File: config.mk
export PLATFORM = sky130hd
export DESIGN_NAME = uatx_top
export DESIGN_NICKNAME = d
export VERILOG_FILES = /design/src/shared/uatx_pkg.sv /design/src/hdl/uatx_baud.sv /design/src/hdl/uatx_shifter.sv /design/src/hdl/uatx_top.sv
export VERILOG_INCLUDE_DIRS = /design/src /design/src/shared
export SDC_FILE = /design/constraint.sdc
export NUM_CORES = 1
export LEC_CHECK = 0
export ABC_AREA = 1
export BUFFER_PORTS_ARGS = -buffer_cell sky130_fd_sc_hd__buf_4
export CORE_AREA = 2 2 99 101
export CTS_CLUSTER_DIAMETER = 80
export DETAILED_ROUTE_END_ITERATION = 12
export DIE_AREA = 0 0 101 103
export PLACE_DENSITY = 0.79
export SLEW_MARGIN = 20
export SYNTH_ARGS = -nofsm -noshare
export SYNTH_HDL_FRONTEND = slang
export SYNTH_SLANG_ARGS = --single-unit
File: constraint.sdc
create_clock -name clk_i -period 1.5 [get_ports clk_i]
set_clock_uncertainty 0.1 [all_clocks]
set_input_delay 0.3 -clock clk_i [delete_from_list [all_inputs] [get_ports clk_i]]
set_output_delay 0.3 -clock clk_i [all_outputs]
set_load 0.1 [all_outputs]
File: src/shared/uatx_regs.svh
// register offsets, field positions, reset values and timing counts of the transmitter
`ifndef UATX_REGS_SVH
`define UATX_REGS_SVH
// word offsets on the bus (byte addresses)
`define UATX_OFS_IRQ_MASTER   8'h00
`define UATX_OFS_FLAGS        8'h04
`define UATX_OFS_ENABLES      8'h08
`define UATX_OFS_PRIORITY     8'h0c
`define UATX_OFS_RX_CTRL      8'h10
`define UATX_OFS_HOLD         8'h14
`define UATX_OFS_TX_CTRL      8'h18
`define UATX_OFS_DIVISOR      8'h1c
// field positions
`define UATX_BIT_CLK_SRC      7
`define UATX_BIT_NINE         6
`define UATX_BIT_TXON         5
`define UATX_BIT_SYNC         4
`define UATX_BIT_HISPEED      2
`define UATX_BIT_SHIFT_EMPTY  1
`define UATX_BIT_NINTH        0
`define UATX_BIT_PORT_ON      7
`define UATX_BIT_TXFLAG       4
// writable masks of the registers with read-only bits; priority uses the enables mask, hold and divisor have none
`define UATX_MASK_TX_CTRL     8'hf5
`define UATX_MASK_IRQ_MASTER  8'hc0
`define UATX_MASK_FLAGS       8'h21
`define UATX_MASK_ENABLES     8'h31
`define UATX_MASK_RX_CTRL     8'hf8
// reset values
`define UATX_RST_REG          8'h00
// prescale factors
`define UATX_PRESCALE_LO      7'd64
`define UATX_PRESCALE_HI      7'd16
// cycles from holding-buffer load until flag read is valid
`define UATX_FLAG_SETTLE      2'd2
`endif

File: src/shared/uatx_pkg.sv
// types shared by the transmitter files
package uatx_pkg;
    // bus request of a classic wishbone cycle
    typedef struct packed {
        logic       cyc;
        logic       stb;
        logic       we;
        logic [7:0] adr;
        logic [3:0] sel;
        logic [31:0] dat;
    } uatx_wb_req_s;
    // bus answer
    typedef struct packed {
        logic        ack;
        logic [31:0] dat;
    } uatx_wb_rsp_s;
    // transmitter states
    typedef enum logic [1:0] {
        UATX_IDLE,
        UATX_LOAD,
        UATX_SHIFT
    } uatx_state_e;
    // baud tick generator state
    typedef struct packed {
        logic [7:0] div_cnt;
        logic [6:0] pre_cnt;
        logic       tick;
    } uatx_baud_s;
    // shifter state
    typedef struct packed {
        uatx_state_e state;
        logic [10:0] shift;
        logic [3:0]  bits_left;
        logic        line;
        logic        taken;
    } uatx_shift_s;
endpackage

File: src/hdl/uatx_baud.sv
// baud tick generator: divisor counter then prescaler
`timescale 1ns/10ps
`include "uatx_regs.svh"
module uatx_baud (
    input  wire logic       clk_i,
    input  wire logic       rst_i,
    input  wire logic       run_i,
    input  wire logic       hispeed_i,
    input  wire logic [7:0] divisor_i,
    output logic            tick_o
);
    import uatx_pkg::*;
    uatx_baud_s r;       // registered state
    uatx_baud_s next_r;  // next state
    logic [6:0] pre_top; // prescale terminal count

    // next state: one tick per prescale*(divisor+1) cycles
    always_comb begin
        next_r = r;
        next_r.tick = 1'b0;
        // sixteen or sixty-four per bit
        pre_top = hispeed_i ? `UATX_PRESCALE_HI - 7'd1 : `UATX_PRESCALE_LO - 7'd1;
        if (!run_i) begin
            // hold still when idle so each frame starts aligned
            next_r.div_cnt = 8'h00;
            next_r.pre_cnt = 7'h00;
        end else if (r.div_cnt >= divisor_i) begin
            // eight-bit divider wraps
            next_r.div_cnt = 8'h00;
            if (r.pre_cnt >= pre_top) begin
                next_r.pre_cnt = 7'h00;
                next_r.tick = 1'b1;
            end else begin
                next_r.pre_cnt = r.pre_cnt + 7'd1;
            end
        end else begin
            next_r.div_cnt = r.div_cnt + 8'd1;
        end
    end

    // state register
    always_ff @(posedge clk_i) begin
        if (rst_i) begin
            r <= '0;
        end else begin
            r <= next_r;
        end
    end

    assign tick_o = r.tick;

    // tick never two cycles running, since prescale is sixteen or sixty-four
    a_tick_single : assert property (@(posedge clk_i) disable iff (rst_i)
        tick_o |=> !tick_o) else $error("baud tick repeated");
    // tick needs run
    a_tick_run : assert property (@(posedge clk_i) disable iff (rst_i)
        tick_o |-> $past(run_i)) else $error("tick while stopped");
endmodule

File: src/hdl/uatx_shifter.sv
// frame shifter: start bit, data lsb first, optional ninth bit, stop bit
`timescale 1ns/10ps
module uatx_shifter (
    input  wire logic       clk_i,
    input  wire logic       rst_i,
    input  wire logic       enable_i,
    input  wire logic       tick_i,
    input  wire logic       pending_i,
    input  wire logic       nine_i,
    input  wire logic [8:0] data_i,
    output logic            take_o,
    output logic            empty_o,
    output logic            busy_o,
    output logic            line_o
);
    import uatx_pkg::*;
    uatx_shift_s r;      // registered state
    uatx_shift_s next_r; // next state

    // frame sequencing
    always_comb begin
        next_r = r;
        next_r.taken = 1'b0;
        case (r.state)
            UATX_IDLE: begin
                next_r.line = 1'b1; // mark while idle
                // reload only when no frame is in flight
                if (enable_i && pending_i) begin
                    next_r.state = UATX_LOAD;
                end
            end
            UATX_LOAD: begin
                // one cycle handoff from buffer
                next_r.taken = 1'b1;
                // stop, ninth, data, start; shifted out lsb first
                if (nine_i) begin
                    next_r.shift = {1'b1, data_i[8], data_i[7:0], 1'b0};
                    next_r.bits_left = 4'd11;
                end else begin
                    next_r.shift = {1'b1, 1'b1, data_i[7:0], 1'b0};
                    next_r.bits_left = 4'd10;
                end
                next_r.state = UATX_SHIFT;
            end
            default: begin
                if (!enable_i) begin
                    // disabling aborts and returns to mark
                    next_r.state = UATX_IDLE;
                    next_r.line = 1'b1;
                end else if (tick_i) begin
                    if (r.bits_left == 4'd0) begin
                        // stop bit finished
                        next_r.state = pending_i ? UATX_LOAD : UATX_IDLE;
                        next_r.line = 1'b1;
                    end else begin
                        next_r.line = r.shift[0];
                        next_r.shift = {1'b1, r.shift[10:1]};
                        next_r.bits_left = r.bits_left - 4'd1;
                    end
                end
            end
        endcase
    end

    // state register
    always_ff @(posedge clk_i) begin
        if (rst_i) begin
            r <= '{state: UATX_IDLE, shift: 11'h7ff, bits_left: 4'h0, line: 1'b1,
                   taken: 1'b0};
        end else begin
            r <= next_r;
        end
    end

    // handoff is the load cycle itself, so a bus load in that cycle is kept
    assign take_o  = (r.state == UATX_LOAD);
    assign empty_o = (r.state == UATX_IDLE);
    assign busy_o  = (r.state != UATX_IDLE);
    assign line_o  = r.line;

    // idle line at mark
    a_idle_mark : assert property (@(posedge clk_i) disable iff (rst_i)
        (r.state == UATX_IDLE) && $past(r.state == UATX_IDLE) |-> line_o)
        else $error("idle line not mark");
    // first tick of frame drives start bit low
    a_start_low : assert property (@(posedge clk_i) disable iff (rst_i)
        (r.state == UATX_SHIFT) && enable_i && tick_i
        && (r.bits_left == (nine_i ? 4'd11 : 4'd10)) |=> !line_o)
        else $error("start bit missing");
    // load lasts exactly one cycle
    a_load_one : assert property (@(posedge clk_i) disable iff (rst_i)
        (r.state == UATX_LOAD) |=> (r.state == UATX_SHIFT) && r.taken)
        else $error("handoff not one cycle");
    c_frame_end : cover property (@(posedge clk_i) disable iff (rst_i)
        (r.state == UATX_SHIFT) ##1 (r.state == UATX_IDLE));
    c_back_back : cover property (@(posedge clk_i) disable iff (rst_i)
        (r.state == UATX_SHIFT) ##1 (r.state == UATX_LOAD));
endmodule

File: src/hdl/uatx_top.sv
// asynchronous serial transmitter with wishbone register file
//
// Design decisions made here: the Wishbone register port and the address map.
`timescale 1ns/10ps
`include "uatx_regs.svh"
module uatx_top (
    input  wire logic          clk_i,
    input  wire logic          rst_i,
    input  wire logic          cyc_i,
    input  wire logic          stb_i,
    input  wire logic          we_i,
    input  wire logic [7:0]    adr_i,
    input  wire logic [3:0]    sel_i,
    input  wire logic [31:0]   dat_i,
    output logic               ack_o,
    output logic [31:0]        dat_o,
    output logic               tx_o,
    output logic               irq_o
);
    import uatx_pkg::*;

    // all registered state of the top
    typedef struct packed {
        logic [7:0] master;
        logic [7:0] flags_sw;
        logic [7:0] enables;
        logic [7:0] priority_r;
        logic [7:0] rx_ctrl;
        logic [7:0] tx_ctrl;
        logic [7:0] divisor;
        logic [7:0] hold;
        logic       hold_full;
        logic       txon_d;
        logic [1:0] settle;
        logic       ack;
        logic [31:0] rdat;
    } uatx_top_s;

    uatx_top_s r;       // registered state
    uatx_top_s next_r;  // next state
    logic tick;         // baud tick
    logic take;         // shifter took the buffer
    logic sh_empty;     // shifter empty
    logic sh_busy;      // frame in flight
    logic sh_line;      // shifter line level
    logic tx_run;       // transmitter may run
    logic flag;         // buffer-empty flag as read
    logic wr_acc;       // write access taken this cycle
    logic rd_acc;       // read access taken this cycle

    // map an address to its writable mask; all ones for unmapped
    function automatic logic [7:0] wmask(input logic [7:0] a);
        if (a == `UATX_OFS_IRQ_MASTER) begin
            wmask = `UATX_MASK_IRQ_MASTER;
        end else if (a == `UATX_OFS_ENABLES) begin
            wmask = `UATX_MASK_ENABLES;
        end else if (a == `UATX_OFS_PRIORITY) begin
            wmask = `UATX_MASK_ENABLES;
        end else if (a == `UATX_OFS_RX_CTRL) begin
            wmask = `UATX_MASK_RX_CTRL;
        end else if (a == `UATX_OFS_TX_CTRL) begin
            wmask = `UATX_MASK_TX_CTRL;
        end else if (a == `UATX_OFS_FLAGS) begin
            wmask = `UATX_MASK_FLAGS;
        end else begin
            wmask = 8'hff;
        end
    endfunction

    // asynchronous mode with port on and transmit on
    assign tx_run = r.rx_ctrl[`UATX_BIT_PORT_ON] && r.tx_ctrl[`UATX_BIT_TXON]
                    && !r.tx_ctrl[`UATX_BIT_SYNC];
    // flag reads set until settle passes after a load
    assign flag = !r.hold_full || (r.settle != 2'd0);
    assign wr_acc = cyc_i && stb_i && we_i && !r.ack && (sel_i[0] == 1'b1);
    assign rd_acc = cyc_i && stb_i && !we_i && !r.ack;

    // shared baud generator
    uatx_baud u_baud (
        .clk_i     (clk_i),
        .rst_i     (rst_i),
        .run_i     (sh_busy),
        .hispeed_i (r.tx_ctrl[`UATX_BIT_HISPEED]),
        .divisor_i (r.divisor),
        .tick_o    (tick)
    );

    // frame shifter, not addressable from the bus
    uatx_shifter u_shift (
        .clk_i     (clk_i),
        .rst_i     (rst_i),
        .enable_i  (tx_run),
        .tick_i    (tick),
        .pending_i (r.hold_full && !take && r.txon_d), // no start while enabling discards
        .nine_i    (r.tx_ctrl[`UATX_BIT_NINE]),
        .data_i    ({r.tx_ctrl[`UATX_BIT_NINTH], r.hold}),
        .take_o    (take),
        .empty_o   (sh_empty),
        .busy_o    (sh_busy),
        .line_o    (sh_line)
    );

    // register file and buffer bookkeeping
    always_comb begin
        next_r = r;
        next_r.ack = cyc_i && stb_i && !r.ack;
        next_r.txon_d = r.tx_ctrl[`UATX_BIT_TXON];
        if (r.settle != 2'd0) begin
            next_r.settle = r.settle - 2'd1;
        end
        // handoff empties the buffer, setting the flag
        if (take) begin
            next_r.hold_full = 1'b0;
        end
        // enabling the transmitter empties buffer, flag set
        if (r.tx_ctrl[`UATX_BIT_TXON] && !r.txon_d) begin
            next_r.hold_full = 1'b0;
        end
        if (wr_acc) begin
            if (adr_i == `UATX_OFS_HOLD) begin
                // load clears flag, valid two cycles later
                next_r.hold = dat_i[7:0];
                next_r.hold_full = 1'b1;
                next_r.settle = `UATX_FLAG_SETTLE;
            end else if (adr_i == `UATX_OFS_TX_CTRL) begin
                // shifter-empty bit is read only
                next_r.tx_ctrl = dat_i[7:0] & wmask(adr_i);
            end else if (adr_i == `UATX_OFS_IRQ_MASTER) begin
                next_r.master = dat_i[7:0] & wmask(adr_i);
            end else if (adr_i == `UATX_OFS_FLAGS) begin
                // buffer-empty flag not writable
                next_r.flags_sw = dat_i[7:0] & wmask(adr_i);
            end else if (adr_i == `UATX_OFS_ENABLES) begin
                next_r.enables = dat_i[7:0] & wmask(adr_i);
            end else if (adr_i == `UATX_OFS_PRIORITY) begin
                next_r.priority_r = dat_i[7:0] & wmask(adr_i);
            end else if (adr_i == `UATX_OFS_RX_CTRL) begin
                next_r.rx_ctrl = dat_i[7:0] & wmask(adr_i);
            end else if (adr_i == `UATX_OFS_DIVISOR) begin
                next_r.divisor = dat_i[7:0];
            end
        end
        // read mux; unimplemented bits and unmapped addresses give zero
        next_r.rdat = 32'h0000_0000;
        if (rd_acc) begin
            if (adr_i == `UATX_OFS_IRQ_MASTER) begin
                next_r.rdat[7:0] = r.master;
            end else if (adr_i == `UATX_OFS_FLAGS) begin
                next_r.rdat[7:0] = r.flags_sw;
                next_r.rdat[`UATX_BIT_TXFLAG] = flag;
            end else if (adr_i == `UATX_OFS_ENABLES) begin
                next_r.rdat[7:0] = r.enables;
            end else if (adr_i == `UATX_OFS_PRIORITY) begin
                next_r.rdat[7:0] = r.priority_r;
            end else if (adr_i == `UATX_OFS_RX_CTRL) begin
                next_r.rdat[7:0] = r.rx_ctrl;
            end else if (adr_i == `UATX_OFS_HOLD) begin
                next_r.rdat[7:0] = r.hold;
            end else if (adr_i == `UATX_OFS_TX_CTRL) begin
                next_r.rdat[7:0] = r.tx_ctrl;
                next_r.rdat[`UATX_BIT_SHIFT_EMPTY] = sh_empty;
            end else if (adr_i == `UATX_OFS_DIVISOR) begin
                next_r.rdat[7:0] = r.divisor;
            end
        end
    end

    // state register
    always_ff @(posedge clk_i) begin
        if (rst_i) begin
            r <= '0;
        end else begin
            r <= next_r;
        end
    end

    assign ack_o = r.ack;
    assign dat_o = r.rdat;
    // mark when disabled, no hardware parity on the line
    assign tx_o  = tx_run ? sh_line : 1'b1;
    // enable only gates the request, with both master enables
    assign irq_o = flag && r.enables[`UATX_BIT_TXFLAG]
                   && r.master[7] && r.master[6];

    // flag reads set for two cycles after a load
    a_flag_settle : assert property (@(posedge clk_i) disable iff (rst_i)
        (wr_acc && adr_i == `UATX_OFS_HOLD) |=> flag [*2])
        else $error("flag cleared too early");
    // handoff sets the flag
    a_take_flag : assert property (@(posedge clk_i) disable iff (rst_i)
        take && !(wr_acc && adr_i == `UATX_OFS_HOLD) |=> flag)
        else $error("flag not set after handoff");
    // enabling sets the flag
    a_txon_flag : assert property (@(posedge clk_i) disable iff (rst_i)
        $rose(r.tx_ctrl[`UATX_BIT_TXON]) && !(wr_acc && adr_i == `UATX_OFS_HOLD)
        |=> flag) else $error("enable did not set flag");
    // line idles at mark when disabled
    a_off_mark : assert property (@(posedge clk_i) disable iff (rst_i)
        !tx_run |-> tx_o ##1 sh_line) else $error("line active while off");
    // ack is a one-cycle pulse
    a_ack_pulse : assert property (@(posedge clk_i) disable iff (rst_i)
        ack_o |=> !ack_o) else $error("ack held");
    // unmapped read returns zero
    a_unmapped_zero : assert property (@(posedge clk_i) disable iff (rst_i)
        rd_acc && adr_i > `UATX_OFS_DIVISOR |=> dat_o == 32'h0)
        else $error("unmapped nonzero");
    // upper read bits always zero
    a_upper_zero : assert property (@(posedge clk_i) disable iff (rst_i)
        ack_o |-> dat_o[31:8] == 24'h0) else $error("upper bits set");
    // shifter empty reflected on read
    a_empty_read : assert property (@(posedge clk_i) disable iff (rst_i)
        rd_acc && adr_i == `UATX_OFS_TX_CTRL |=>
        dat_o[`UATX_BIT_SHIFT_EMPTY] == $past(sh_empty)) else $error("empty bit wrong");
    // irq needs enable
    a_irq_gate : assert property (@(posedge clk_i) disable iff (rst_i)
        irq_o |-> r.enables[`UATX_BIT_TXFLAG]) else $error("irq without enable");
    c_load : cover property (@(posedge clk_i) disable iff (rst_i)
        wr_acc && adr_i == `UATX_OFS_HOLD);
    c_irq : cover property (@(posedge clk_i) disable iff (rst_i) irq_o);
    c_take : cover property (@(posedge clk_i) disable iff (rst_i) take);
endmodule

Word-level counts from Yosys, hierarchy flattened
Index checks and enable logic that the tools add are counted.
Widths: inputs -> output; s select.

storage, ports and cells
  register bits = 135
  input port bits = 49

cells by class
  add/subtract/negate cells = 4
  $lt $le $gt $ge = 2
  equal/unequal tests = 13
  mux-type cells = 72
  bitwise gates (word level) = 18
  reductions and logical operators = 45

operators with widths
  kind                 number
  $mux 8               47
  $and 8x8->8          6
  $eq 8x5->1 const B   4
  $mux 15              2
  $pmux 15 s2          1
  $mux 18              1
  $eq 8x4->1 const B   2
  $logic_and 1x1->1    16
  $mux 14              1
  $mux 2               6
  $not 1->1            12
  $mux 1               9
  $reduce_and 9->1     1
  $add 8x1->8 const B  1
  $eq 8x3->1 const B   1
  $ge 8x8->1           1
  $logic_not 8->1      1
  $ne 4x3->1 const B   2
  $reduce_and 4->1     2
  $reduce_and 8->1     1
  $reduce_bool 2->1    4
  $add 7x1->7 const B  1
  $ge 7x7->1           1
  $mux 7               1
  other kinds (21)     30

Logic depth before layout (Yosys ltp)
  depth in word-level cells = 10
  mapped depth = 11
  mapped depth without buffers = 11

Hierarchy
Synthesis repeated with hierarchy kept, for this count alone.

second synthesis, totals
  cells, all modules = 658
  area total of the unflattened synthesis = 4719.5 um2

modules (own cells, without submodules)
  module        instances  cells an instance  area each (um2)  seq. area each (um2)
  uatx_top      1          395                2745.1           1081.0
  uatx_baud     1          149                1052.3           320.3
  uatx_shifter  1          114                922.1            340.3

Worst setup path before layout
Ideal clock, no wire load.

  path kind = reg-to-output
  start point = register r[81] (netlist name)
  end point = output port irq_o
  arrival time = 3270 ps
  setup slack = -2170 ps
  stages on the path, launching flop included = 3
  cell sequence = dfxtp_1 > inv_1 > nor4_1

on the way
  cells in the longest elaborated chain, start to end = 3

RTL lines
  element                         RTL line         text
  from (decl)                     uatx_top.sv:39   uatx_top_s r;
  from (signal assigned)          uatx_top.sv:173  r <= next_r;
  $logic_and 1x1->1 (3 in a row)  uatx_top.sv:182  assign irq_o = flag && r.enables[`UATX_BIT_TXFLAG]
  to (decl)                       uatx_top.sv:18   output logic irq_o

Every way passes these cells.

Final worst setup path
  start point = register r[68] (netlist name)
  end point = output port tx_o

on the way
  cells in the longest elaborated chain, start to end = 3

RTL lines
  element                         RTL line         text
  $logic_and 1x1->1 (2 in a row)  uatx_top.sv:71   assign tx_run = r.rx_ctrl[`UATX_BIT_PORT_ON] && r.tx_ctrl[`UATX_BIT_TXON]
  $mux 1                          uatx_top.sv:180  assign tx_o = tx_run ? sh_line : 1'b1;
  to (decl)                       uatx_top.sv:17   output logic tx_o,

Every way passes these cells.

==> flow_metrics.env <==
export IMPL_first_iter_violations=299
export IMPL_die_width_um=101
export IMPL_synthMostInstantiatedCell="nand2_1"
export IMPL_timing_final_hold_violations=0
export IMPL_setup_tns_ns=-3.760
export IMPL_hpwlAfterDp_mm=8.248
export IMPL_total_power_mw=4.285
export IMPL_worst_hold_path_num_cells=2
export IMPL_wirelength_mm=12.07
export IMPL_final_critical_path_time_including_i_o_delays_and_setup_ns=1.709
export IMPL_drt_pass1_iter_count=5
export IMPL_floorplan_initialDensity_pct=48.31
export IMPL_setup_worst_path_start_class="flip-flop"
export IMPL_core_area_um2=9459
export IMPL_worstHoldEndpoint="ack_o"
export IMPL_final_setup_worst_slack_ns=-0.2088
export IMPL_power_density_cells_nw_per_um2=719.9
export IMPL_grt_first_pass_wirelength_mm=18.86
export IMPL_numClockSinks=87
export IMPL_dpl_cell_area_um2=5261
export IMPL_final_fill_count=790
export IMPL_synth_area_per_cell_um2=7.151
export IMPL_clockBufferDepth=2
export IMPL_num_io_pins=84
export IMPL_maximum_number_of_pins_on_one_net_before_global_route_repair=31
export IMPL_design_area_um2=5952
export IMPL_synth_enable_flop_cells=0
export IMPL_drive_gt1_share_pct=34.05
export IMPL_via_count=4438
export IMPL_total_clock_buffers_created_by_cts=9
export IMPL_grtUsageMet3_pct=3.458
export IMPL_path_clk_slew_ns=0.09
export IMPL_htree_levels=3
export IMPL_run_status="finished, violations left"
export IMPL_design_die_area_um2=10400
export IMPL_routedWlPerCell_um=14.08
export IMPL_antenna_found_initial=0
export IMPL_synth_warning_count=0
export IMPL_yosys_area_top_type_share_pct=38.12
export IMPL_crit_arrival_ns=1.31
export IMPL_antenna_violating_nets_post_route=0
export IMPL_grt_busiest_layer="met2"
export IMPL_y_dimension_of_the_die_um=103
export IMPL_timing_reg2reg_worst_path_depth=8
export IMPL_gp_congestion=0.8970
export IMPL_dp_cells=822
export IMPL_worstReg2RegEnd="u_shift.r[9]"
export IMPL_reg_to_reg_setup_timing_slack_ns=-0.18
export IMPL_synthesis_area_um2=4569
export IMPL_grt_setup_unrepaired="true"
export IMPL_ys_async_sr_fraction_pct=0
export IMPL_flow_area_growth_from_synthesis_pct=30.26
export IMPL_count_of_maximum_capacitance_violations=0
export IMPL_critPathKind="reg -> out"
export IMPL_grt_met2_usage_pct=43.44
export IMPL_source_of_the_worst_hold_timing_path="rst_i"
export IMPL_nNetsFinal=801
export IMPL_place_port_buffers=32
export IMPL_ys_flop_type="dfxtp_1"
export IMPL_synth_top_area_cell="dfxtp_1"
export IMPL_yosys_top_cells_area="dfxtp_1 (38%), nand2_1 (12%), nor2_1 (6.6%), inv_1 (6.0%), buf_4 (5.8%)"
export IMPL_static_leakage_power_nw=2.595
export IMPL_slew_viol_final=0
export IMPL_antenna_cells=0
export IMPL_synth_cells=639
export IMPL_setup_viol_count_final=38
export IMPL_synth_seq_cells=87
export IMPL_hp_class="in -> reg"
export IMPL_synth_cell_type_count=40
export IMPL_worst_voltage_drop_across_the_vdd_grid_mv=0.4897
export IMPL_core_rowCount=36
export IMPL_synth_seq_area_share_pct=38.12
export IMPL_clock_tree_root_cell="clkbuf_8"
export IMPL_globalRouteOverflowTotal=0
export IMPL_drc_errors=0
export IMPL_vias_per_cell=5.179
export IMPL_cp_end_kind="output port"
export IMPL_first_global_vias=4128
export IMPL_grt_use_total_pct=22.97
export IMPL_grt_met1_usage_pct=27.17
export IMPL_fmax_mhz=585.2
export IMPL_worst_r2r_startpoint="r[68]"
export IMPL_worst_path_max_fanout=2
export IMPL_post_layout_nonfiller_instances=857
export IMPL_violations_in_the_final_reports="negative setup slack"
export IMPL_synth_commonest_cells="nand2_1 (142), dfxtp_1 (87), nor2_1 (80), inv_1 (73), a21oi_1 (44)"
export IMPL_clock_latency_ns=0.35
export IMPL_final_period_utilization_pct=113.9
export IMPL_cp_data_required_time_ns=1.10
export IMPL_cts_tree="yes"
-- where the power goes --
| group | internal [mW] | total [mW] | switching, mW |
|---|---|---|---|
| clock | 0.652 | 1.51 | 0.856 |
| sequential | 2.31 | 2.31 | 0.00205 |
| combinational | 0.0791 | 0.468 | 0.389 |
| total | 3.04 | 4.29 | 1.25 |
-- metrics by stage --
stage | hold slack (ns) | util (%) | worst slack (ns)
2_1_floorplan | 0.3191 | - | -0.3476
3_3_place_gp | 0.3304 | 55.62 | -0.1557
3_5_place_dp | 0.3329 | 55.62 | -0.2007
4_1_cts | 0.02515 | 59.84 | -0.2009
5_1_grt | 0.02046 | 62.92 | -0.2454
6_report | 0.02266 | 62.92 | -0.2088
-- cell usage in the layout, fill, tap and decap left out, types with 22 or more instances in the layout --
cell type and count:
buf_4 97, nand2_2 23, conb_1 24, a21oi_1 38, dfxtp_1 72, nand2_1 122
nand3_1 38, nor2_1 66, o21ai_0 22, inv_1 59
-- per-layer routing --
layer	wire length (um)	vias to the layer above
met5	0	-
met4	271	0
met3	521	26
met2	6328	139
met1	4947	2082
li1	-	2191
-- worst max-delay path: stages (launching register included) --
cell and delay, ns:
dfxtp_2 0.36, inv_2 0.05, nor3_4 0.21, buf_6 0.14, nand2_4 0.04, buf_12 0.16
-- kinds of logic (layout without fill, tap and decap cells) --
group,Yosys count,in the layout,synth area share [%]
DFF,87,87,38.12
and+or+nand+nor,315,317,32.17
xor gates and xnor gates,8,8,1.533
adders and majority gates,14,14,3.834
buffers and inverters,126,205,13.58
AOI/OAI and AO/OA,88,88,10.68
other,1,24,0.08207
-- how the worst max path moves through the flow --
stage	start	end	slack, ns	depth (start not counted)
3_5_place_dp	adr_i[2]	dat_o[2]	-0.20	11
5_1_grt	r[68]	u_shift.r[9]	-0.25	8
2_1_floorplan	r[100]	irq_o	-0.35	2
3_3_place_gp	adr_i[1]	dat_o[2]	-0.16	11
4_1_cts	r[100]	irq_o	-0.20	3
6_report	r[68]	tx_o	-0.21	5
-- area by class of cell --
type	instances	area, um^2	area share [%]
multi-input cells	451	2675	44.94
flip-flops and latches	87	1763	29.62
repair buffers	109	884.6	14.86
repair inverters	1	7.507	0.1261
clock buffers	12	145.1	2.439
clock inverters	4	31.28	0.5255
well taps	114	142.6	2.396
inverters	79	302.8	5.087
-- state kept, by name, indices dropped and copies added, names as in the netlist --
name / flops
ack_o: 1
dat_o: 8
next_r: 1
r: 44
u_baud.r: 15
u_baud.tick_o: 1
u_shift.line_o: 1
u_shift.r: 16
-- timing repair --
| item | 4_1_cts | 5_1_grt |
|---|---|---|
| buffers inserted | 8 | 8 |
| setup endpoints to repair | 33 | 50 |
| gates resized for setup | 34 | 64 |
| hold buffers | 0 | 0 |
| pin swaps | 9 | 33 |
| cloned | 1 | 2 |
Power figures use the tool's default switching activity.
